`config.mk`:
```
export PLATFORM = sky130hd
export DESIGN_NAME = gt16_top
export DESIGN_NICKNAME = d
export VERILOG_FILES = /design/src/logic/gt16_pkg.sv /design/src/logic/gt16_clksrc.sv /design/src/logic/gt16_prescale.sv /design/src/logic/gt16_top.sv
export SDC_FILE = /design/constraint.sdc
export NUM_CORES = 1
export LEC_CHECK = 0
export BUFFER_PORTS_ARGS = -buffer_cell sky130_fd_sc_hd__buf_2
export CAP_MARGIN = 25
export CORE_MARGIN = 10
export CORE_UTILIZATION = 60
export DETAILED_ROUTE_END_ITERATION = 10
export PLACE_DENSITY = 0.85
export SKIP_LAST_GASP = 1
export SYNTH_ARGS = -nofsm -noshare
export SYNTH_HDL_FRONTEND = slang
export SYNTH_SLANG_ARGS = --single-unit
```
`constraint.sdc`:
```
create_clock -name pclk -period 6.21 [get_ports pclk]
set_input_delay 0.621 -clock pclk [delete_from_list [all_inputs] [get_ports pclk]]
set_output_delay 0.621 -clock pclk [all_outputs]
set_load 0.05 [all_outputs]
```
`src/logic/gt16_pkg.sv`:
```
`default_nettype none
package gt16_pkg;
  // ----------------------------------------------------------------
  // register byte addresses
  // ----------------------------------------------------------------
  localparam logic [7:0] GT16_OFS_CONTROL   = 8'h00;
  localparam logic [7:0] GT16_OFS_GATE_CTRL = 8'h04;
  localparam logic [7:0] GT16_OFS_CNT_LOW   = 8'h08;
  localparam logic [7:0] GT16_OFS_CNT_HIGH  = 8'h0C;
  localparam logic [7:0] GT16_OFS_CC_LOW    = 8'h10;
  localparam logic [7:0] GT16_OFS_CC_HIGH   = 8'h14;
  localparam logic [7:0] GT16_OFS_CC_MODE   = 8'h18;
  localparam logic [7:0] GT16_OFS_FLAGS     = 8'h1C;
  // ----------------------------------------------------------------
  // control fields
  // ----------------------------------------------------------------
  localparam int GT16_CTL_CS_LSB   = 6;
  localparam int GT16_CTL_PS_LSB   = 4;
  localparam int GT16_CTL_OSC_EN   = 3;
  localparam int GT16_CTL_SYNC_DIS = 2;
  localparam int GT16_CTL_ON       = 0;
  localparam logic [7:0] GT16_CTL_WMASK = 8'hFD;
  // ----------------------------------------------------------------
  // gate control fields
  // ----------------------------------------------------------------
  localparam int GT16_GC_EN     = 7;
  localparam int GT16_GC_POL    = 6;
  localparam int GT16_GC_TOGGLE = 5;
  localparam int GT16_GC_SPM    = 4;
  localparam int GT16_GC_GO     = 3;
  localparam int GT16_GC_VAL    = 2;
  localparam int GT16_GC_SS_LSB = 0;
  // ----------------------------------------------------------------
  // flag bits and reset values
  // ----------------------------------------------------------------
  localparam int GT16_FLG_OVF  = 0;
  localparam int GT16_FLG_GATE = 1;
  localparam int GT16_FLG_CMP  = 2;
  localparam logic [7:0]  GT16_RST_CONTROL   = 8'h00;
  localparam logic [7:0]  GT16_RST_GATE_CTRL = 8'h00;
  localparam logic [15:0] GT16_RST_COUNT     = 16'h0000;
  localparam logic [15:0] GT16_CNT_MAX       = 16'hFFFF;
  // ----------------------------------------------------------------
  // clock source, prescale, gate source codes
  // ----------------------------------------------------------------
  localparam logic [1:0] GT16_CS_FOSC4   = 2'h0;
  localparam logic [1:0] GT16_CS_FOSC    = 2'h1;
  localparam logic [1:0] GT16_CS_PIN     = 2'h2;
  localparam logic [1:0] GT16_CS_CAPSENS = 2'h3;
  localparam logic [1:0] GT16_GS_PIN     = 2'h0;
  localparam logic [1:0] GT16_GS_OVF8    = 2'h1;
  localparam logic [1:0] GT16_GS_CMP1    = 2'h2;
  localparam logic [1:0] GT16_GS_CMP2    = 2'h3;
  localparam logic [1:0] GT16_INSTR_DIV  = 2'h3;
  typedef enum logic [1:0] {GT16_CC_OFF, GT16_CC_CAPTURE, GT16_CC_COMPARE, GT16_CC_SPECIAL}
    gt16_ccmode_t;
endpackage
`default_nettype wire

```
`src/logic/gt16_clksrc.sv`:
```
`timescale 1ns/100ps
`default_nettype none
module gt16_clksrc
  import gt16_pkg::*;
(
  // clock and reset
  input  wire logic       pclk,
  input  wire logic       presetn,
  // selection
  input  wire logic [1:0] clock_source_select,
  input  wire logic       osc_enable,
  input  wire logic       sync_disable,
  // raw sources
  input  wire logic       ext_clock_pin,
  input  wire logic       crystal_pins,
  input  wire logic       cap_sense_oscillator,
  // one-cycle count pulse
  output logic            tick
);
  logic [1:0] div_q;
  logic       sync1_q;
  logic       sync2_q;
  logic       prev_q;
  logic       raw;
  logic       chosen;

  // ----------------------------------------------------------------
  // source selection
  // ----------------------------------------------------------------
  always_comb
  begin
    raw = (clock_source_select == GT16_CS_CAPSENS) ? cap_sense_oscillator :
          (osc_enable ? crystal_pins : ext_clock_pin);
    chosen = sync_disable ? raw : sync2_q;
    case (clock_source_select)
      GT16_CS_FOSC4: tick = (div_q == GT16_INSTR_DIV);
      GT16_CS_FOSC:  tick = 1'b1;
      default:       tick = chosen & ~prev_q;
    endcase
  end

  always_ff @(posedge pclk or negedge presetn)
  begin
    if (!presetn)
      div_q <= 2'h0;
    else
      div_q <= div_q + 2'h1;
  end

  // prev starts high so a low level must be seen before the first count edge
  always_ff @(posedge pclk or negedge presetn)
  begin
    if (!presetn)
    begin
      sync1_q <= 1'b0;
      sync2_q <= 1'b0;
      prev_q  <= 1'b1;
    end
    else
    begin
      sync1_q <= raw;
      sync2_q <= sync1_q;
      prev_q  <= chosen;
    end
  end
endmodule
`default_nettype wire

```
`src/logic/gt16_prescale.sv`:
```
`timescale 1ns/100ps
`default_nettype none
module gt16_prescale
  import gt16_pkg::*;
(
  // clock and reset
  input  wire logic       pclk,
  input  wire logic       presetn,
  // control
  input  wire logic       run,
  input  wire logic [1:0] prescale_select,
  // pulses
  input  wire logic       tick_in,
  output logic            tick_out
);
  logic [2:0] cnt_q;
  logic [2:0] last;

  always_comb
  begin
    last     = 3'((4'h1 << prescale_select) - 4'h1);
    tick_out = run & tick_in & (cnt_q >= last);
  end

  // stopping the timer restarts the division
  always_ff @(posedge pclk or negedge presetn)
  begin
    if (!presetn)
      cnt_q <= 3'h0;
    else if (!run)
      cnt_q <= 3'h0;
    else if (tick_in)
      cnt_q <= (cnt_q >= last) ? 3'h0 : cnt_q + 3'h1;
  end
endmodule
`default_nettype wire

```
`src/logic/gt16_top.sv`:
```
// Summary of operation
// - capture event copies the counter into the capture/compare pair
// - compare mode flags a match when compare pair equals the counter
// - special event trigger clears the counter; compare pair acts as period
// - a special event clear never sets the overflow flag
// - a counter byte write in the same cycle beats the special event clear
// - clock source: 11 cap-sense, 10 pin or crystal, 01 system, 00 system/4
// - source 10 uses crystal when oscillator enabled, else pin rising edges
// - prescaler divides by 8, 4, 2 or 1 for codes 11 to 00
// - oscillator enable bit switches the low-power oscillator on or off
// - sync-disable 0 synchronises external clock; ignored for internal sources
// - timer-on enables counting; off stops counter and clears toggle flop
// - gate enable makes counting depend on the gate while timer is on
// - gate polarity 1 counts while gate high, 0 while low
// - toggle mode toggles a flop on gate rising edges, else holds it clear
// - single-pulse mode bit hands gate control to pulse acquisition
// - go/done reads 1 while armed; software sets it, hardware clears it
// - read-only gate value shows the gate state regardless of gate enable
// - gate source: pin, 8-bit overflow, comparator one, comparator two
// - writable control bits reset to zero on power-on and brown-out reset only
// - counter wraps from maximum to zero and sets the overflow flag
// - falling gate value sets the gate event flag even with gate disabled
// - single pulse counts from next gate edge, clears go/done on trailing edge
// - with gating enabled the counter holds while the gate is inactive
//
// The APB interface to the registers and the register addresses are this design's own decisions.
`timescale 1ns/100ps
`default_nettype none
module gt16_top
  import gt16_pkg::*;
(
  // apb slave
  input  wire logic        pclk,
  input  wire logic        presetn,
  input  wire logic        psel,
  input  wire logic        penable,
  input  wire logic        pwrite,
  input  wire logic [7:0]  paddr,
  input  wire logic [31:0] pwdata,
  output logic      [31:0] prdata,
  output logic             pready,
  output logic             pslverr,
  // counter clock sources
  input  wire logic        ext_clock_pin,
  input  wire logic        crystal_pins,
  input  wire logic        cap_sense_oscillator,
  // gate sources
  input  wire logic        gate_pin,
  input  wire logic        overflow8_pulse,
  input  wire logic        comparator_one_sync_out,
  input  wire logic        comparator_two_sync_out,
  // capture/compare unit
  input  wire logic        capture_event,
  output logic             compare_match,
  // status and oscillator control
  output logic             osc_enable,
  output logic             overflow_flag,
  output logic             gate_event_flag
);
  logic [7:0]   control_q;
  logic [7:0]   gate_ctrl_q;
  logic [15:0]  count_q;
  logic [15:0]  capcmp_q;
  gt16_ccmode_t ccmode_q;
  logic [2:0]   flags_q;
  logic         tff_q;
  logic         gsrc_prev_q;
  logic         gact_prev_q;
  logic         sp_run_q;
  logic         gate_value_q;
  logic [31:0]  prdata_q;
  logic         pready_q;
  logic         pslverr_q;
  logic         cmp_q;
  logic         src_tick;
  logic         inc_tick;
  logic         gsrc;
  logic         gsig;
  logic         gact;
  logic         gval;
  logic         count_en;
  logic         wr;
  logic         wr_lo;
  logic         wr_hi;
  logic         sev;
  logic         timer_on;

  function automatic logic hit(input logic [7:0] a, input logic [7:0] ofs);
    hit = (a == ofs);
  endfunction

  // ----------------------------------------------------------------
  // apb decode: answer in the first access cycle, no wait states
  // ----------------------------------------------------------------
  assign wr    = psel & penable & pready_q & pwrite;
  assign wr_lo = wr & hit(paddr, GT16_OFS_CNT_LOW);
  assign wr_hi = wr & hit(paddr, GT16_OFS_CNT_HIGH);
  assign timer_on = control_q[GT16_CTL_ON];

  always_ff @(posedge pclk or negedge presetn)
  begin
    if (!presetn)
    begin
      prdata_q  <= 32'h0000_0000;
      pready_q  <= 1'b0;
      pslverr_q <= 1'b0;
    end
    else
    begin
      pready_q  <= psel & ~penable;
      pslverr_q <= 1'b0;
      if (psel && !penable)
      begin
        prdata_q <= 32'h0000_0000;
        case (paddr)
          GT16_OFS_CONTROL:   prdata_q[7:0] <= control_q;
          GT16_OFS_GATE_CTRL: prdata_q[7:0] <= {gate_ctrl_q[7:3], gate_value_q,
                                                gate_ctrl_q[1:0]};
          GT16_OFS_CNT_LOW:   prdata_q[7:0] <= count_q[7:0];
          GT16_OFS_CNT_HIGH:  prdata_q[7:0] <= count_q[15:8];
          GT16_OFS_CC_LOW:    prdata_q[7:0] <= capcmp_q[7:0];
          GT16_OFS_CC_HIGH:   prdata_q[7:0] <= capcmp_q[15:8];
          GT16_OFS_CC_MODE:   prdata_q[1:0] <= ccmode_q;
          GT16_OFS_FLAGS:     prdata_q[2:0] <= flags_q;
          default:            pslverr_q <= 1'b1;
        endcase
      end
    end
  end

  // ----------------------------------------------------------------
  // configuration registers
  // ----------------------------------------------------------------
  // presetn stands for power-on and brown-out; no other reset reaches these
  always_ff @(posedge pclk or negedge presetn)
  begin
    if (!presetn)
      control_q <= GT16_RST_CONTROL;
    else if (wr && hit(paddr, GT16_OFS_CONTROL))
      control_q <= pwdata[7:0] & GT16_CTL_WMASK;
  end

  always_ff @(posedge pclk or negedge presetn)
  begin
    if (!presetn)
      gate_ctrl_q <= GT16_RST_GATE_CTRL;
    else if (wr && hit(paddr, GT16_OFS_GATE_CTRL))
    begin
      gate_ctrl_q <= pwdata[7:0];
      gate_ctrl_q[GT16_GC_VAL] <= 1'b0;
    end
    else if (sp_run_q && !gact)
      gate_ctrl_q[GT16_GC_GO] <= 1'b0;
  end

  always_ff @(posedge pclk or negedge presetn)
  begin
    if (!presetn)
      ccmode_q <= GT16_CC_OFF;
    else if (wr && hit(paddr, GT16_OFS_CC_MODE))
      ccmode_q <= gt16_ccmode_t'(pwdata[1:0]);
  end

  always_ff @(posedge pclk or negedge presetn)
  begin
    if (!presetn)
      osc_enable <= 1'b0;
    else
      osc_enable <= control_q[GT16_CTL_OSC_EN];
  end

  // ----------------------------------------------------------------
  // counter clock and prescaler
  // ----------------------------------------------------------------
  gt16_clksrc u_clksrc (
    .pclk                 (pclk),
    .presetn              (presetn),
    .clock_source_select  (control_q[GT16_CTL_CS_LSB +: 2]),
    .osc_enable           (control_q[GT16_CTL_OSC_EN]),
    .sync_disable         (control_q[GT16_CTL_SYNC_DIS]),
    .ext_clock_pin        (ext_clock_pin),
    .crystal_pins         (crystal_pins),
    .cap_sense_oscillator (cap_sense_oscillator),
    .tick                 (src_tick)
  );

  gt16_prescale u_prescale (
    .pclk            (pclk),
    .presetn         (presetn),
    .run             (timer_on),
    .prescale_select (control_q[GT16_CTL_PS_LSB +: 2]),
    .tick_in         (src_tick),
    .tick_out        (inc_tick)
  );

  // ----------------------------------------------------------------
  // gate unit
  // ----------------------------------------------------------------
  always_comb
  begin
    case (gate_ctrl_q[GT16_GC_SS_LSB +: 2])
      GT16_GS_PIN:  gsrc = gate_pin;
      GT16_GS_OVF8: gsrc = overflow8_pulse;
      GT16_GS_CMP1: gsrc = comparator_one_sync_out;
      default:      gsrc = comparator_two_sync_out;
    endcase
    gsig = gate_ctrl_q[GT16_GC_TOGGLE] ? tff_q : gsrc;
    gact = gate_ctrl_q[GT16_GC_POL] ? gsig : ~gsig;
    gval = gate_ctrl_q[GT16_GC_SPM] ? (sp_run_q & gact) : gact;
  end

  // toggle and polarity changed together may misbehave; software avoids it
  always_ff @(posedge pclk or negedge presetn)
  begin
    if (!presetn)
      tff_q <= 1'b0;
    else if (!timer_on || !gate_ctrl_q[GT16_GC_TOGGLE])
      tff_q <= 1'b0;
    else if (gsrc && !gsrc_prev_q)
      tff_q <= ~tff_q;
  end

  // single pulse: arm on go/done, run from next active edge to trailing edge
  always_ff @(posedge pclk or negedge presetn)
  begin
    if (!presetn)
      sp_run_q <= 1'b0;
    else if (!gate_ctrl_q[GT16_GC_SPM] || !gact)
      sp_run_q <= 1'b0;
    else if (gate_ctrl_q[GT16_GC_GO] && !gact_prev_q)
      sp_run_q <= 1'b1;
  end

  always_ff @(posedge pclk or negedge presetn)
  begin
    if (!presetn)
    begin
      gsrc_prev_q  <= 1'b0;
      gact_prev_q  <= 1'b1;
      gate_value_q <= 1'b0;
    end
    else
    begin
      gsrc_prev_q  <= gsrc;
      gact_prev_q  <= gact;
      gate_value_q <= gval;
    end
  end

  assign count_en = timer_on & (~gate_ctrl_q[GT16_GC_EN] | gate_value_q);

  // ----------------------------------------------------------------
  // counter and capture/compare
  // ----------------------------------------------------------------
  assign sev = (ccmode_q == GT16_CC_SPECIAL) & (capcmp_q == count_q);

  always_ff @(posedge pclk or negedge presetn)
  begin
    if (!presetn)
      count_q <= GT16_RST_COUNT;
    else if (wr_lo)
      count_q[7:0] <= pwdata[7:0];
    else if (wr_hi)
      count_q[15:8] <= pwdata[7:0];
    else if (sev)
      count_q <= GT16_RST_COUNT;
    else if (inc_tick && count_en)
      count_q <= count_q + 16'h0001;
  end

  always_ff @(posedge pclk or negedge presetn)
  begin
    if (!presetn)
      capcmp_q <= GT16_RST_COUNT;
    else if (wr && hit(paddr, GT16_OFS_CC_LOW))
      capcmp_q[7:0] <= pwdata[7:0];
    else if (wr && hit(paddr, GT16_OFS_CC_HIGH))
      capcmp_q[15:8] <= pwdata[7:0];
    else if (capture_event && ccmode_q == GT16_CC_CAPTURE)
      capcmp_q <= count_q;
  end

  always_ff @(posedge pclk or negedge presetn)
  begin
    if (!presetn)
      cmp_q <= 1'b0;
    else
      cmp_q <= ccmode_q[1] & (capcmp_q == count_q);
  end

  // ----------------------------------------------------------------
  // sticky flags: write one to clear, a new event wins over the clear
  // ----------------------------------------------------------------
  always_ff @(posedge pclk or negedge presetn)
  begin
    if (!presetn)
      flags_q <= 3'h0;
    else
    begin
      if (wr && hit(paddr, GT16_OFS_FLAGS))
        flags_q <= flags_q & ~pwdata[2:0];
      if (inc_tick && count_en && count_q == GT16_CNT_MAX && !wr_lo && !wr_hi && !sev)
        flags_q[GT16_FLG_OVF] <= 1'b1;
      if (gate_value_q && !gval)
        flags_q[GT16_FLG_GATE] <= 1'b1;
      if (ccmode_q[1] && capcmp_q == count_q)
        flags_q[GT16_FLG_CMP] <= 1'b1;
    end
  end

  assign prdata          = prdata_q;
  assign pready          = pready_q;
  assign pslverr         = pslverr_q;
  assign compare_match   = cmp_q;
  assign overflow_flag   = flags_q[GT16_FLG_OVF];
  assign gate_event_flag = flags_q[GT16_FLG_GATE];
endmodule
`default_nettype wire

```
== Word level (Yosys, flattened, before mapping) ==
Cells that the tools add are included.

* Bits of input ports: 53
* ROM bits: 0
* Latch bits: 0
* RAM bits: 0
* Register bits: 76
* Memories kept: 0
* Output and inout port bits: 38
* Word-level logic and storage cells: 158

* Divide/modulo/power cells: 0
* Eq/ne operators: 19
* Muxes and demuxes: 35
* Bitwise gates (word level): 23
* Shift-type cells: 1
* Multipliers: 0
* $add $sub $neg: 4
* Reductions and logical operators: 49
* Order comparisons: 1

{| class="wikitable"
|+ Operators by type and width
! operator !! count
|-
| 16-bit two-way mux || 3
|-
| 8-bit two-way mux || 6
|-
| 8-bit by 5-bit == test with 1-bit output (second input constant) || 4
|-
| 5-bit case mux with 6 select lines || 1
|-
| 1-bit logical AND || 18
|-
| 1-bit two-way mux || 17
|-
| 16-bit by 1-bit adder with 16-bit output (second input constant) || 1
|-
| 16-bit == test || 1
|-
| 16-bit == test (second input constant) || 1
|-
| 8-bit by 4-bit == test with 1-bit output (second input constant) || 2
|-
| 2-bit case mux with 8 select lines || 1
|-
| 2-bit nonzero test || 8
|-
| 1-bit AND || 13
|-
| 3-bit two-way mux || 4
|-
| 1-bit logical NOT || 11
|-
| 2-bit == test (second input constant) || 4
|-
| 8-bit by 3-bit == test with 1-bit output (second input constant) || 1
|-
| 8-bit logical NOT || 1
|-
| 2-bit AND reduction || 4
|-
| 8-bit OR reduction || 1
|-
| 1-bit inverter || 7
|-
| 1-bit case mux with 7 select lines || 1
|-
| 2-bit by 1-bit == test with 1-bit output (second input constant) || 3
|-
| 3-bit nonzero test || 2
|-
| 14 further kinds || 17
|}

== Logic depth before layout (Yosys ltp) ==
Gate-level depths: netlist (run 1).

* Depth in word-level cells: 13
* Gate-level depth with buffers: 9
* Depth with buffers taken out: 8

== Hierarchy ==
Synthesis (run 1) repeated with hierarchy kept, for this count alone.

* Cells, all modules: 478
* Area, all modules: 4591.9 um^2

{| class="wikitable"
|+ By module, submodules not included
! module !! instances !! sequential area each (um^2) !! area an instance (um^2) !! cells an instance
|-
| gt16_top || 1 || 1702.9 || 4129.0 || 434
|-
| gt16_prescale || 1 || 75.1 || 237.7 || 27
|-
| gt16_clksrc || 1 || 126.4 || 225.2 || 17
|}

== Worst setup path before layout (run 1) ==
OpenSTA, ideal clock, no wires.

* Kind: register to register
* Start: register control_q[5]
* End: register count_q[4]
* Buffers on the path: 1
* Cell stages (with the launch flop): 10
* Library setup time: 0.126 ns
* Clock period less this slack: 2.238 ns
* Arrival: 2.112 ns
* Path slack: 3.972 ns
* Required time: 6.084 ns
* Cell sequence: dfrtp_1 > or2_2 > ha_1 > nor2b_1 > o21ai_1 > o211a_4 > buf_6 > nand2_4 > o211a_1 > a221o_1

* Longest elaborated chain between the ends: 7

{| class="wikitable"
|+ RTL lines
! item !! RTL line !! text
|-
| start, declared || gt16_top.sv:60 || <nowiki>logic [7:0] control_q;</nowiki>
|-
| start signal, assigned || gt16_top.sv:140 || <nowiki>control_q <= pwdata[7:0] & GT16_CTL_WMASK;</nowiki>
|-
| 1-bit by 2-bit left shift with 3-bit output || gt16_prescale.sv:21 || <nowiki>last = 3'((4'h1 << prescale_select) - 4'h1);</nowiki>
|-
| 3-bit by 1-bit subtractor with 3-bit output || gt16_prescale.sv:21 ||
|-
| 3-bit greater-or-equal comparator || gt16_prescale.sv:22 || <nowiki>tick_out = run & tick_in & (cnt_q >= last);</nowiki>
|-
| 1-bit AND || gt16_prescale.sv:22 ||
|-
| 1-bit logical AND || gt16_top.sv:267 || <nowiki>else if (inc_tick && count_en)</nowiki>
|-
| 3-bit nonzero test (no line) || -- ||
|-
| 2-bit AND reduction (no line) || -- ||
|-
| end signal, assigned || gt16_top.sv:262 || <nowiki>count_q[7:0] <= pwdata[7:0];</nowiki>
|-
| end signal, assigned || gt16_top.sv:268 || <nowiki>count_q <= count_q + 16'h0001;</nowiki>
|-
| end, declared || gt16_top.sv:62 || <nowiki>logic [15:0] count_q;</nowiki>
|}

No other way between the ends.
A chain may end at the register's enable or synchronous reset.

== Worst setup path after layout (run 1) ==
* Start: register pready_q, in the netlist pready
* End: register capcmp_q[14]

* Longest elaborated chain between the ends: 5
* Elaborated cells between the ends (all ways): 8
* Those cells by class: mux: 1; bitwise: 3; reduce/logical: 4

{| class="wikitable"
|+ RTL lines
! item !! RTL line !! text
|-
| start, declared || gt16_top.sv:72 || <nowiki>logic pready_q;</nowiki>
|-
| start signal, assigned || gt16_top.sv:110 || <nowiki>pready_q <= psel & ~penable;</nowiki>
|-
| 1-bit AND * (2 in series) || gt16_top.sv:95 || <nowiki>assign wr = psel & penable & pready_q & pwrite;</nowiki>
|-
| 1-bit logical AND (on tied branches) || gt16_top.sv:277, gt16_top.sv:275 ||
|-
| 2-bit nonzero test (no line) / 1-bit inverter (equally long branches) || -- ||
|-
| 2-bit AND reduction (no line) || -- ||
|-
| end signal, assigned || gt16_top.sv:278 || <nowiki>capcmp_q[15:8] <= pwdata[7:0];</nowiki>
|-
| end signal, assigned || gt16_top.sv:280 || <nowiki>capcmp_q <= count_q;</nowiki>
|-
| end, declared || gt16_top.sv:63 || <nowiki>logic [15:0] capcmp_q;</nowiki>
|}

Every way passes the cells marked *; elsewhere a longest branch is shown, timed or not.

==> results.md, run 1 <==
- Compound-Gate Fraction of Synth Area: between 10% and 20%
- WS Path Type: reg2reg
- Distinct cell type count of the synthesized netlist: 75
- Share of synthesized registers carrying an async set or reset: 100.0%
- First-pass GRT wire length: roughly 21 mm
- CTS tree: yes
- Setup slack, reg-to-reg: 3.58 ns
- Power per Cell Area: 193.4 nW/um^2
- DPL Wire Length: ~9.3 mm
- Syn Area/Cell: roughly 9.7 sq um
- Clock Sinks: 76
- Critical path's top delay family: simple AND/OR/NAND/NOR gates
- M3 GR Usage: under 10%
- Die area: about 12000 sq um
- Yosys Warn Count: 0
- H-tree lvl count: 3
- Flop pwr share: 52.8%
- Fin. Hold Viols: 0
- R2R Path End: capcmp_q[14]
- Largest net degree at the start of global routing: 77
- Share of the synthesized area in the top cell type: between 30% and 40%
- CP Max Fanout: 16
- Min-Delay Path Class: reg2reg
- M1 GR Usage: between 20% and 30%
- Layout Nets: between 500 and 600
- Status: complete, no violations
- Area growth syn-to-layout: 6.144%
- Multi-input logic area: about 2500 sq um
- Total negative setup slack: 0 ns
- Initial DRC count: roughly 450
- Wire length per cell: roughly 21 um
- Critical Path AT: approximately 2.9 ns
- Min Tclk post-route: ~2.6 ns
- Post-CTS setup buffer count: 0
- Clock network power share: between 30 and 40%
- Largest area contributor in the netlist: dfrtp_1
- Critical path's slowest cell: nand4_1
- Initial antenna violation count: 0
- Slew headroom: 37.34%
- DRT Pass-1 Iters: 7
- Cell Rows: 32
- Fillers: about 630
- TritonCTS buffer count: 9
- Congestion Overflow GR: 0
- Switching Power: 290.1 uW
- Boundary Pins: 91
- Vias in the first global route: between 4000 and 5000
- Die height: about 110 um
- Post-synthesis cell count: approximately 480
- Fin crit share: approximately 42%
- Post_cts resized: 0
- Maxcap violations: 0
- Remaining antenna violation count: 0
- Multiplexer share of the synthesized area: under 10%
- Worst path bufs/invs: 0
- Clk root buf: clkbuf_8
- Largest stage delay, worst path: roughly 0.67 ns
- Busiest grt layer: met2
- Global-route usage over all layers: a little over a fifth
- Fmax: between 300 and 400 MHz
- Latest clock arrival within the worst-skew pair: approximately 0.36 ns
- Synth Area in XOR/XNOR: 3.351%
- Crit path cell chain: and4_1 > nand4_1 > o21ai_0 > nand2_1 > nand2_1 > o21ai_0
- Die width: 108.6 um
- Final Setup Violations: 0
- Sw Share: between 30% and 40%
- Sequential-to-total area share from yosys stat: around two fifths
- Synth Flop Type: dfrtp_1
- CTS Hold Bufs: 0
- Depth of the worst register-to-register path: 6
- CTS max path bufs: 2
- Worst-margin pin slew: roughly 0.94 ns
- Sequential cell area: ~1900 sq um
- Synthesized area: roughly 4700 sq um
- Core area: about 7700 sq um
- RSZ-0062 raised after global routing: no
- Antenna Cells: 0
- Hold wc startpoint: u_clksrc.sync1_q
- Residual DRC: 0
- Crit. End Element: flip-flop
- P_leak: approximately 0.0023 uW
- Total number of vias: between 3000 and 4000
- Final Core Density: 64.96%
- Pwr Total: 965.6 uW
- EDFF count, synth: 0
- Post-Synth Adder-Cell Area: under 10%
- Worst-path clk slew: ~0.09 ns
- Initial Utilization: 61.20%
- Vias per cell: about 6.3
- Final WL: roughly 13 mm
- Share of cells above drive strength 1: 21.60%
- Final Slew Violations: 0
- Combinational power share: just over 10%
- Synth Register Bits: 76
- Largest family of logic cells by synthesized area: compound AO/OA/AOI/OAI gates
- Final weighted congestion in routability-driven placement: between 0.9 and 1
- Simple-gate portion of the synthesized area: a little under a fifth
- Internal: approximately 680 uW
- Hold Crit Depth: 0
- Buffers on Ports: 42
- Synth top area cells: dfrtp_1, nand2_1, buf_4
- Clk_skew: between 0.008 and 0.009 ns
- VDD IR max: around 0.00011 V
- Worst flop-to-flop path startpoint: pready
- Global Route met2 Usage: between 30% and 40%
- Critical path launch point type: flip-flop
- Worst Hold End: u_clksrc.sync2_q
- Required time worst endpoint: approximately 6.4 ns
[layout by cell type, fill, tap and decap left out, types with 6 or more instances in the layout]
cell type / netlist / routed
dfrtp_1: 74 / 74
nand2_1: 59 / 59
buf_2: 16 / 41
o21ai_0: 28 / 28
conb_1: 1 / 24
nor2_1: 23 / 23
a21oi_1: 21 / 21
inv_1: 18 / 18
mux2i_1: 18 / 18
xnor2_1: 18 / 18
nand3_1: 17 / 17
mux2_2: 17 / 17
a22oi_1: 15 / 15
and3_1: 10 / 10
a221oi_1: 9 / 9
clkbuf_8: 0 / 9
nand4_1: 8 / 8
o211ai_1: 8 / 8
ha_1: 6 / 6
[synth_stat cells, types with 3 or more instances]
library cell,instances
ha_1,6
nor2b_1,4
nand2_4,3
o311ai_1,3
clkbuf_2,3
or2_2,4
o21ai_0,28
mux2_2,17
nand4_1,8
nand2_1,59
nor3_1,5
a22oi_1,15
o211ai_1,8
clkbuf_1,3
o21ai_1,3
nand3_1,17
xnor2_1,18
a21oi_1,21
a21o_1,3
a222oi_1,3
mux2i_1,18
dfrtp_1,74
buf_4,26
a221oi_1,9
nor2_1,23
and3_1,10
nor4_2,3
buf_2,16
inv_1,18
[power by group through the flow]
stage | clock [uW] | sequential (uW) | combinational, uW
final | 357 | 509 | 98.8
after global routing | 385 | 510 | 105
after CTS | 362 | 509 | 97.8
after detailed placement | 0 | 519 | 97.3
after global placement | 0 | 519 | 95.7
after floorplan | 0 | 520 | 72.2
[per-stage QoR]
step | hold slack, ns | worst slack (ns) | cell area [sq um] | cells
after floorplan | 0.3254 | 3.972 | 4791 | 507
after detailed placement | 0.3471 | 3.234 | 4811 | 600
after global routing | 0.3558 | 3.373 | 4994 | 616
after global placement | 0.3325 | 3.311 | 4811 | 600
after CTS | 0.3637 | 3.566 | 4994 | 616
final | 0.3616 | 3.576 | 4994 | 616
[layer usage]
| metal | part of all wire (%) | routed length [um] |
|---|---|---|
| met5 | 0 | 0 |
| met4 | 3.8 | 483 |
| met3 | 9.0 | 1144 |
| met2 | 47 | 5915 |
| met1 | 41 | 5175 |
[registers in the layout, summed over array words and instances, names as in the netlist, 2 cells and up]
signal	cells
prdata	8
count_q	16
ccmode_q	2
flags_q	3
gate_ctrl_q	7
capcmp_q	16
u_clksrc.div_q	2
u_prescale.cnt_q	3
control_q	7
[how the worst max path moves through the flow]
stage,start,end,slack (ns),cells past startpoint
after CTS,pready,capcmp_q[14],3.57,6
final,pready,capcmp_q[14],3.58,6
after global placement,psel,capcmp_q[15],3.31,7
after floorplan,control_q[5],count_q[4],3.97,9
after detailed placement,psel,capcmp_q[14],3.23,7
after global routing,pready,capcmp_q[14],3.37,6
[kinds of logic (layout without fill, tap and decap cells)]
group,after synthesis,in the layout
AND/OR/NAND/NOR,156,156
buffers and inverters,69,76
flip-flops,76,76
other,1,24
XOR/XNOR,18,18
AO/OA/AOI/OAI,120,120
multiplexers,38,38
adder cells (fa/ha/maj),6,6
[final cells by class]
class	count	area share, %
timing repair buffer	42	4.260
clock buffer	9	2.481
inverter	18	1.353
clock inverter	7	1.178
tap	102	2.556
sequential	76	38.14
multi-input combinational	362	50.04
Note: power is estimated with default switching activity, not from simulation.
==> inputs of run 2 (changes only) <==
--- a/config.mk
+++ b/config.mk
@@ -8,9 +8,9 @@
 export BUFFER_PORTS_ARGS = -buffer_cell sky130_fd_sc_hd__buf_2
 export CAP_MARGIN = 25
 export CORE_MARGIN = 10
-export CORE_UTILIZATION = 60
+export CORE_UTILIZATION = 56
 export DETAILED_ROUTE_END_ITERATION = 10
-export PLACE_DENSITY = 0.85
+export PLACE_DENSITY = 0.8
 export SKIP_LAST_GASP = 1
 export SYNTH_ARGS = -nofsm -noshare
 export SYNTH_HDL_FRONTEND = slang
==> constraint.sdc (replaced) <==
create_clock -name pclk -period 2.5 [get_ports pclk]
set_input_delay 0.25 -clock pclk [delete_from_list [all_inputs] [get_ports pclk]]
set_output_delay 0.25 -clock pclk [all_outputs]
set_load 0.05 [all_outputs]
==> results.md, run 2 (synthesized netlist as in run 1, its figures left out) <==
- Status: complete, no violations
- WS Path Type: reg2reg
- Depth of the worst register-to-register path: 8 (+2)
- Switching Power: 712.1 uW (+150%)
- Largest net degree at the start of global routing: 77 (unchanged)
- Cell Rows: 33 (+3.1%)
- Worst-margin pin slew: 0.5819 ns (-0.3580 ns)
- Post-CTS setup buffer count: 0 (unchanged)
- VDD IR max: 0.0002373 V (+120%)
- Worst-path clk slew: 0.09 ns (about the same)
- Hold wc startpoint: cap_sense_oscillator
- Clk root buf: clkbuf_8
- Internal: 1782 uW (+160%)
- P_leak: 0.002510 uW (+8.5%)
- Final Core Density: 64.95% (about the same)
- Worst path bufs/invs: 1 (+1)
- H-tree lvl count: 3 (unchanged)
- Final Setup Violations: 0 (unchanged)
- Clk_skew: 0.01223 ns (+0.003745 ns)
- Setup slack, reg-to-reg: 0.20 ns (-3.38 ns)
- Min Tclk post-route: 2.304 ns (-0.3301 ns)
- Remaining antenna violation count: 0 (unchanged)
- CP Max Fanout: 9 (-7)
- Fmax: 434.1 MHz (+14%)
- Fin. Hold Viols: 0 (unchanged)
- Sw Share: 28.55% (-1.5 points)
- Antenna Cells: 0 (unchanged)
- Critical path's top delay family: compound AO/OA/AOI/OAI gates
- Fillers: 656 (+3.8%)
- Buffers on Ports: 42 (unchanged)
- CTS max path bufs: 2 (unchanged)
- Core area: 8175 sq um (+6.3%)
- Hold Crit Depth: 2 (+2)
- Multi-input logic area: 2502 sq um (+0.15%)
- Critical path's slowest cell: dfrtp_1
- Fin crit share: 92.14% (+50 points)
- Initial Utilization: 57.55% (-3.7 points)
- Crit. End Element: flip-flop
- Die height: 111.7 um (+2.9%)
- DPL Wire Length: 10.45 mm (+12%)
- Latest clock arrival within the worst-skew pair: 0.36 ns (about the same)
- Area growth syn-to-layout: 12.87%
- Boundary Pins: 91 (unchanged)
- Commonest non-fill, non-tap cell in the layout: dfrtp_1
- Non-Filler Instances: 655 (+6.3%)
- Vias per cell: 6.205 (-2.2%)
- Power per Cell Area: 469.6 nW/um^2 (+140%)
- Wire length per cell: 20.91 um (+1.3%)
- Sequential cell area: 1904 sq um (unchanged)
- Die area: 12470 sq um (+5.8%)
- Worst Hold End: u_clksrc.sync1_q
- Crit path cell chain: or2_2 > ha_1 > nor2b_1 > o21ai_2 > o211a_4 > buf_4 > o21ai_2 > a221oi_1
- First-pass GRT wire length: 21.91 mm (+6.7%)
- Congestion Overflow GR: 0 (unchanged)
- Initial antenna violation count: 0 (unchanged)
- Clock network power share: 38.9% (+1.9 points)
- Final Slew Violations: 0 (unchanged)
- Final weighted congestion in routability-driven placement: 1.007 (+6.3%)
- Final WL: 13.70 mm (+7.7%)
- CP startpoint: control_q[4]
- Min-Delay Path Class: in2reg
- Layout Nets: 604 (+6.3%)
- Critical path launch point type: flip-flop
- Commonest non-fill, non-tap cells in the layout: dfrtp_1, nand2_1, buf_2
- Share of cells above drive strength 1: 26.55% (+5.0 points)
- Combinational power share: 10.4% (+0.2 points)
- Total negative setup slack: 0 ns (unchanged)
- Clock Sinks: 76 (unchanged)
- Global-route usage over all layers: 21.56% (-0.34 points)
- Die width: 111.7 um (+2.9%)
- TritonCTS buffer count: 9 (unchanged)
- Flop pwr share: 50.7% (-2.1 points)
- Residual DRC: 0 (unchanged)
- Critical Path AT: 2.56 ns (-0.29 ns)
- WHS: 0.1354 ns (-0.2263 ns)
- CTS tree: yes
- Worst flop-to-flop path startpoint: control_q[4]
- R2R Path End: count_q[13]
- Required time worst endpoint: 2.76 ns (-3.67 ns)
- Maxcap violations: 0 (unchanged)
- Slew headroom: 60.89% (+24 points)
- Largest stage delay, worst path: 0.42 ns (-0.25 ns)
- Placed Cells: 637 (+6.2%)
- DRT Pass-1 Iters: 6 (-1)
- Total number of vias: 4064 (+4.0%)
- Initial DRC count: 453 (+1.8%)
- RSZ-0062 raised after global routing: no
- Crit path top cell by count: o21ai_2
- Vias in the first global route: 4056 (+1.3%)
run 2: cell types whose count changed in the layout (fill, tap and decap cells not counted):
cell | previous run | this run
clkbuf_1 | 0 | 1
o21ai_1 | 3 | 2
buf_4 | 1 | 35
buf_16 | 0 | 1
clkinv_2 | 1 | 0
clkinvlp_4 | 1 | 2
inv_8 | 1 | 0
dlygate4sd3_1 | 0 | 1
bufinv_16 | 0 | 1
clkinv_4 | 2 | 1
o21ai_2 | 2 | 3
run 2: cell type report:
cell class	count	area share [%]
Timing Repair Buffer	78	9.519
Sequential cell	76	35.86
Clock buffer	10	2.403
Tap cell	105	2.474
Multi-Input combinational cell	362	47.13
Inverter	18	1.272
Clock inverter	6	1.343
run 2: how the worst max path moves through the flow:
| stage | depth (start not counted) | slack [ns] | end |
|---|---|---|---|
| after floorplan | 9 | 0.26 | count_q[4] |
| after global placement | 8 | 0.21 | count_q[13] |
| after detailed placement | 8 | 0.13 | count_q[9] |
| after CTS | 8 | 0.1 | count_q[10] |
| after global routing | 8 | 0.08 | count_q[9] |
| final | 8 | 0.20 | count_q[13] |
run 2: power by group through the flow:
stage / registers, uW / clock network, uW / logic, uW
final: 1260 / 969 / 260
after global routing: 1270 / 1040 / 280
after CTS: 1260 / 980 / 252
after detailed placement: 1290 / 0 / 251
after global placement: 1290 / 0 / 246
after floorplan: 1290 / 0 / 179
run 2: repair_timing:
item,in CTS,in global routing
gates resized for setup,0,1
setup endpoints to repair,0,8
hold endpoints to repair,0,74
hold buffers,0,1
run 2: layer usage:
layer | global-route usage, % | up-vias | wire length (um)
met5 | 0 | - | 0
met4 | 10.37 | 0 | 478
met3 | 5.636 | 39 | 1375
met2 | 32.32 | 235 | 6051
met1 | 28.29 | 1949 | 5790
li1 | - | 1841 | -
run 2: metrics by stage:
stage | setup WS [ns] | total power [uW] | area, sq um
after global routing | 0.08256 | 2588 | 5310
final | 0.1964 | 2494 | 5310
after detailed placement | 0.1282 | 1539 | 5070
after global placement | 0.2144 | 1533 | 5070
after floorplan | 0.2622 | 1470 | 4791
after CTS | 0.09708 | 2496 | 5269
==> inputs of run 3 (changes only) <==
--- a/config.mk
+++ b/config.mk
@@ -5,10 +5,11 @@
 export SDC_FILE = /design/constraint.sdc
 export NUM_CORES = 1
 export LEC_CHECK = 0
+export ABC_AREA = 1
 export BUFFER_PORTS_ARGS = -buffer_cell sky130_fd_sc_hd__buf_2
 export CAP_MARGIN = 25
 export CORE_MARGIN = 10
-export CORE_UTILIZATION = 56
+export CORE_UTILIZATION = 57
 export DETAILED_ROUTE_END_ITERATION = 10
 export PLACE_DENSITY = 0.8
 export SKIP_LAST_GASP = 1
==> results.md, run 3 <==
- Share of synthesized registers carrying an async set or reset: 100.0% (unchanged)
- H-tree lvl count: 3 (unchanged)
- Final WL: 14.32 mm (+4.6%)
- CP Max Fanout: 9 (unchanged)
- Switching Power: 796.9 uW (+12%)
- Die area: 13310 sq um (+6.7%)
- VDD IR max: 0.0003006 V (+27%)
- CTS max path bufs: 2 (unchanged)
- Largest area contributor in the netlist: dfrtp_1
- Global Route met2 Usage: 34.97% (+2.7 points)
- TritonCTS buffer count: 9 (unchanged)
- Commonest non-fill, non-tap cells in the layout: nand2_1, inv_1, dfrtp_1
- Clk root buf: clkbuf_8
- Final Core Density: 63.20% (-1.8 points)
- DRT Pass-1 Iters: 6 (unchanged)
- Largest net degree at the start of global routing: 77 (unchanged)
- Synth top area cells: dfrtp_1, nand2_1, inv_1
- Required time worst endpoint: 2.81 ns (+0.05 ns)
- RSZ-0062 raised after global routing: no
- Total negative setup slack: 0 ns (unchanged)
- Count leader, synth: nand2_1
- Slew headroom: 54.59% (-6.3 points)
- Cell Rows: 34 (+3.0%)
- Clock Sinks: 76 (unchanged)
- Critical Path AT: 2.45 ns (-0.11 ns)
- Worst flop-to-flop path startpoint: control_q[5]
- Internal: 1903 uW (+6.8%)
- First-pass GRT wire length: 23.20 mm (+5.9%)
- Yosys Warn Count: 0 (unchanged)
- Busiest grt layer: met2
- Crit. End Element: flip-flop
- Commonest non-fill, non-tap cell in the layout: nand2_1
- Boundary Pins: 91 (unchanged)
- Wire length per cell: 16.31 um (-22%)
- Total number of vias: 4863 (+20%)
- Remaining antenna violation count: 0 (unchanged)
- Worst-path clk slew: 0.09 ns (about the same)
- Status: complete, no violations
- Post-CTS setup buffer count: 0 (unchanged)
- Distinct cell type count of the synthesized netlist: 38 (-49%)
- R2R Path End: count_q[0]
- Final weighted congestion in routability-driven placement: 0.9336 (-7.3%)
- CTS tree: yes
- Pwr Total: 2699 uW (+8.2%)
- Vias per cell: 5.539 (-11%)
- Crit path capture: count_q[0]
- Sw Share: 29.52% (+0.96 points)
- Core area: 8806 sq um (+7.7%)
- P_leak: 0.002927 uW (+17%)
- Congestion Overflow GR: 0 (unchanged)
- Combinational power share: 11.1% (+0.7 points)
- Min Tclk post-route: 2.141 ns (-0.1624 ns)
- Global-route usage over all layers: 21.84% (+0.28 points)
- Fin. Hold Viols: 0 (unchanged)
- Die width: 115.4 um (+3.3%)
- Flop pwr share: 47.4% (-3.3 points)
- Clock network power share: 41.5% (+2.6 points)
- Fmax: 467.0 MHz (+7.6%)
- Buffers on Ports: 42 (unchanged)
- Residual DRC: 0 (unchanged)
- Vias in the first global route: 4613 (+14%)
- Top post-synthesis cells by count: nand2_1, inv_1, dfrtp_1, nand3_1, o21ai_0
- Antenna Cells: 0 (unchanged)
- Layout Nets: 824 (+36%)
- DPL Wire Length: 11.06 mm (+5.8%)
- Worst-margin pin slew: 0.6810 ns (+0.09914 ns)
- Synthesized area: 5182 sq um (+10%)
- M3 GR Usage: 5.573% (-0.063 points)
- Share of cells above drive strength 1: 17.01% (-9.5 points)
- Syn Area/Cell: 7.119 sq um (-27%)
- Synth Register Bits: 76 (unchanged)
- Die height: 115.4 um (+3.3%)
- EDFF count, synth: 0 (unchanged)
- Fin crit share: 85.65% (-6.5 points)
- WS Path Type: reg2reg
- Sequential-to-total area share from yosys stat: 36.75% (-3.7 points)
- Maxcap violations: 0 (unchanged)
- Clk_skew: 0.01655 ns (+0.004319 ns)
- Initial DRC count: 440 (-2.9%)
- Initial antenna violation count: 0 (unchanged)
- Min-Delay Path Class: in2reg
- Power per Cell Area: 485.1 nW/um^2 (+3.3%)
- Initial Utilization: 58.85% (+1.3 points)
- Final Slew Violations: 0 (unchanged)
- Post-synthesis cell count: 728 (+50%)
- Setup slack, reg-to-reg: 0.36 ns (+0.16 ns)
- CP startpoint: control_q[5]
- M1 GR Usage: 28.39% (+0.096 points)
- Critical path launch point type: flip-flop
- Area growth syn-to-layout: 7.388%
- Share of the synthesized area in the top cell type: 35.73% (-3.6 points)
- Latest clock arrival within the worst-skew pair: 0.37 ns (about the same)
- Final Setup Violations: 0 (unchanged)
- Depth of the worst register-to-register path: 13 (+5)
- Synth Flop Type: dfrtp_1
## run 3: worst max-delay path: stages (launching register included)
cell	delay, ns
dfrtp_1	0.42
or2_2	0.32
ha_1	0.28
inv_1	0.06
nand2_1	0.04
a21oi_1	0.12
o21bai_1	0.10
nand2_1	0.07
inv_1	0.04
nand2_2	0.17
nand3_4	0.17
nand2_4	0.15
nand2_1	0.07
nand2_1	0.08
## run 3: cell families (layout without fill, tap and decap cells)
logic type / after synthesis / after routing / synth area share (%)
simple gates: 392 / 392 / 35.01
buf+inv: 144 / 163 / 13.98
compound gates: 96 / 96 / 10.55
flops: 76 / 76 / 36.75
xor+xnor: 13 / 13 / 2.197
fa+ha+maj: 6 / 6 / 1.449
other cells: 1 / 24 / 0.07236
## run 3: worst min-delay path by stage
stage                     startpoint                to  slack [ns]  depth (start not counted)
floorplan                    presetn       capcmp_q[0]       -0.05                          0
global placement    u_clksrc.sync1_q  u_clksrc.sync2_q        0.33                          0
detailed placement  u_clksrc.sync1_q  u_clksrc.sync2_q        0.36                          0
CTS                          presetn           pslverr        0.06                          1
global route                 penable            pready        0.16                          2
finish                      paddr[0]           pslverr        0.14                          3
## run 3: repair_timing
item / 4_1_cts / 5_1_grt
hold endpoints to repair: 0 / 74
endpoints found under the setup margin: 0 / 1
resized for setup: 0 / 1
hold buffers: 0 / 1
## run 3: cell type report
cell class	count	area (sq um)
fillers	803	3241
inverters	99	372.9
flip-flops and latches	76	1904
clock inverters	7	106.4
well taps	108	135.1
clock buffers	9	123.9
repair buffers	48	280.3
multi-input cells	531	2643
## run 3: power by group through the flow
stage	combinational (uW)	clock (uW)	sequential, uW
final	301	1120	1280
after global routing	325	1170	1280
after CTS	293	1120	1280
after detailed placement	292	0	1300
after global placement	288	0	1300
after floorplan	193	0	1330
## run 3: routing by layer
layer | part of all wire (%) | wire [um] | up-vias
li1 | - | - | 2349
met3 | 9.3 | 1331 | 34
met1 | 42 | 5987 | 2261
met4 | 2.3 | 334 | 0
met5 | 0 | 0 | -
met2 | 47 | 6671 | 219
## run 3: stage by stage
stage / hold slack (ns) / cells / worst slack [ns] / cell area [sq um]
2_1_floorplan: -0.04559 / 751 / 0.6400 / 5269
3_3_place_gp: 0.3324 / 860 / 0.3573 / 5295
3_5_place_dp: 0.3563 / 860 / 0.2677 / 5295
4_1_cts: 0.06227 / 876 / 0.2553 / 5525
5_1_grt: 0.1638 / 878 / 0.1290 / 5565
6_report: 0.1416 / 878 / 0.3587 / 5565
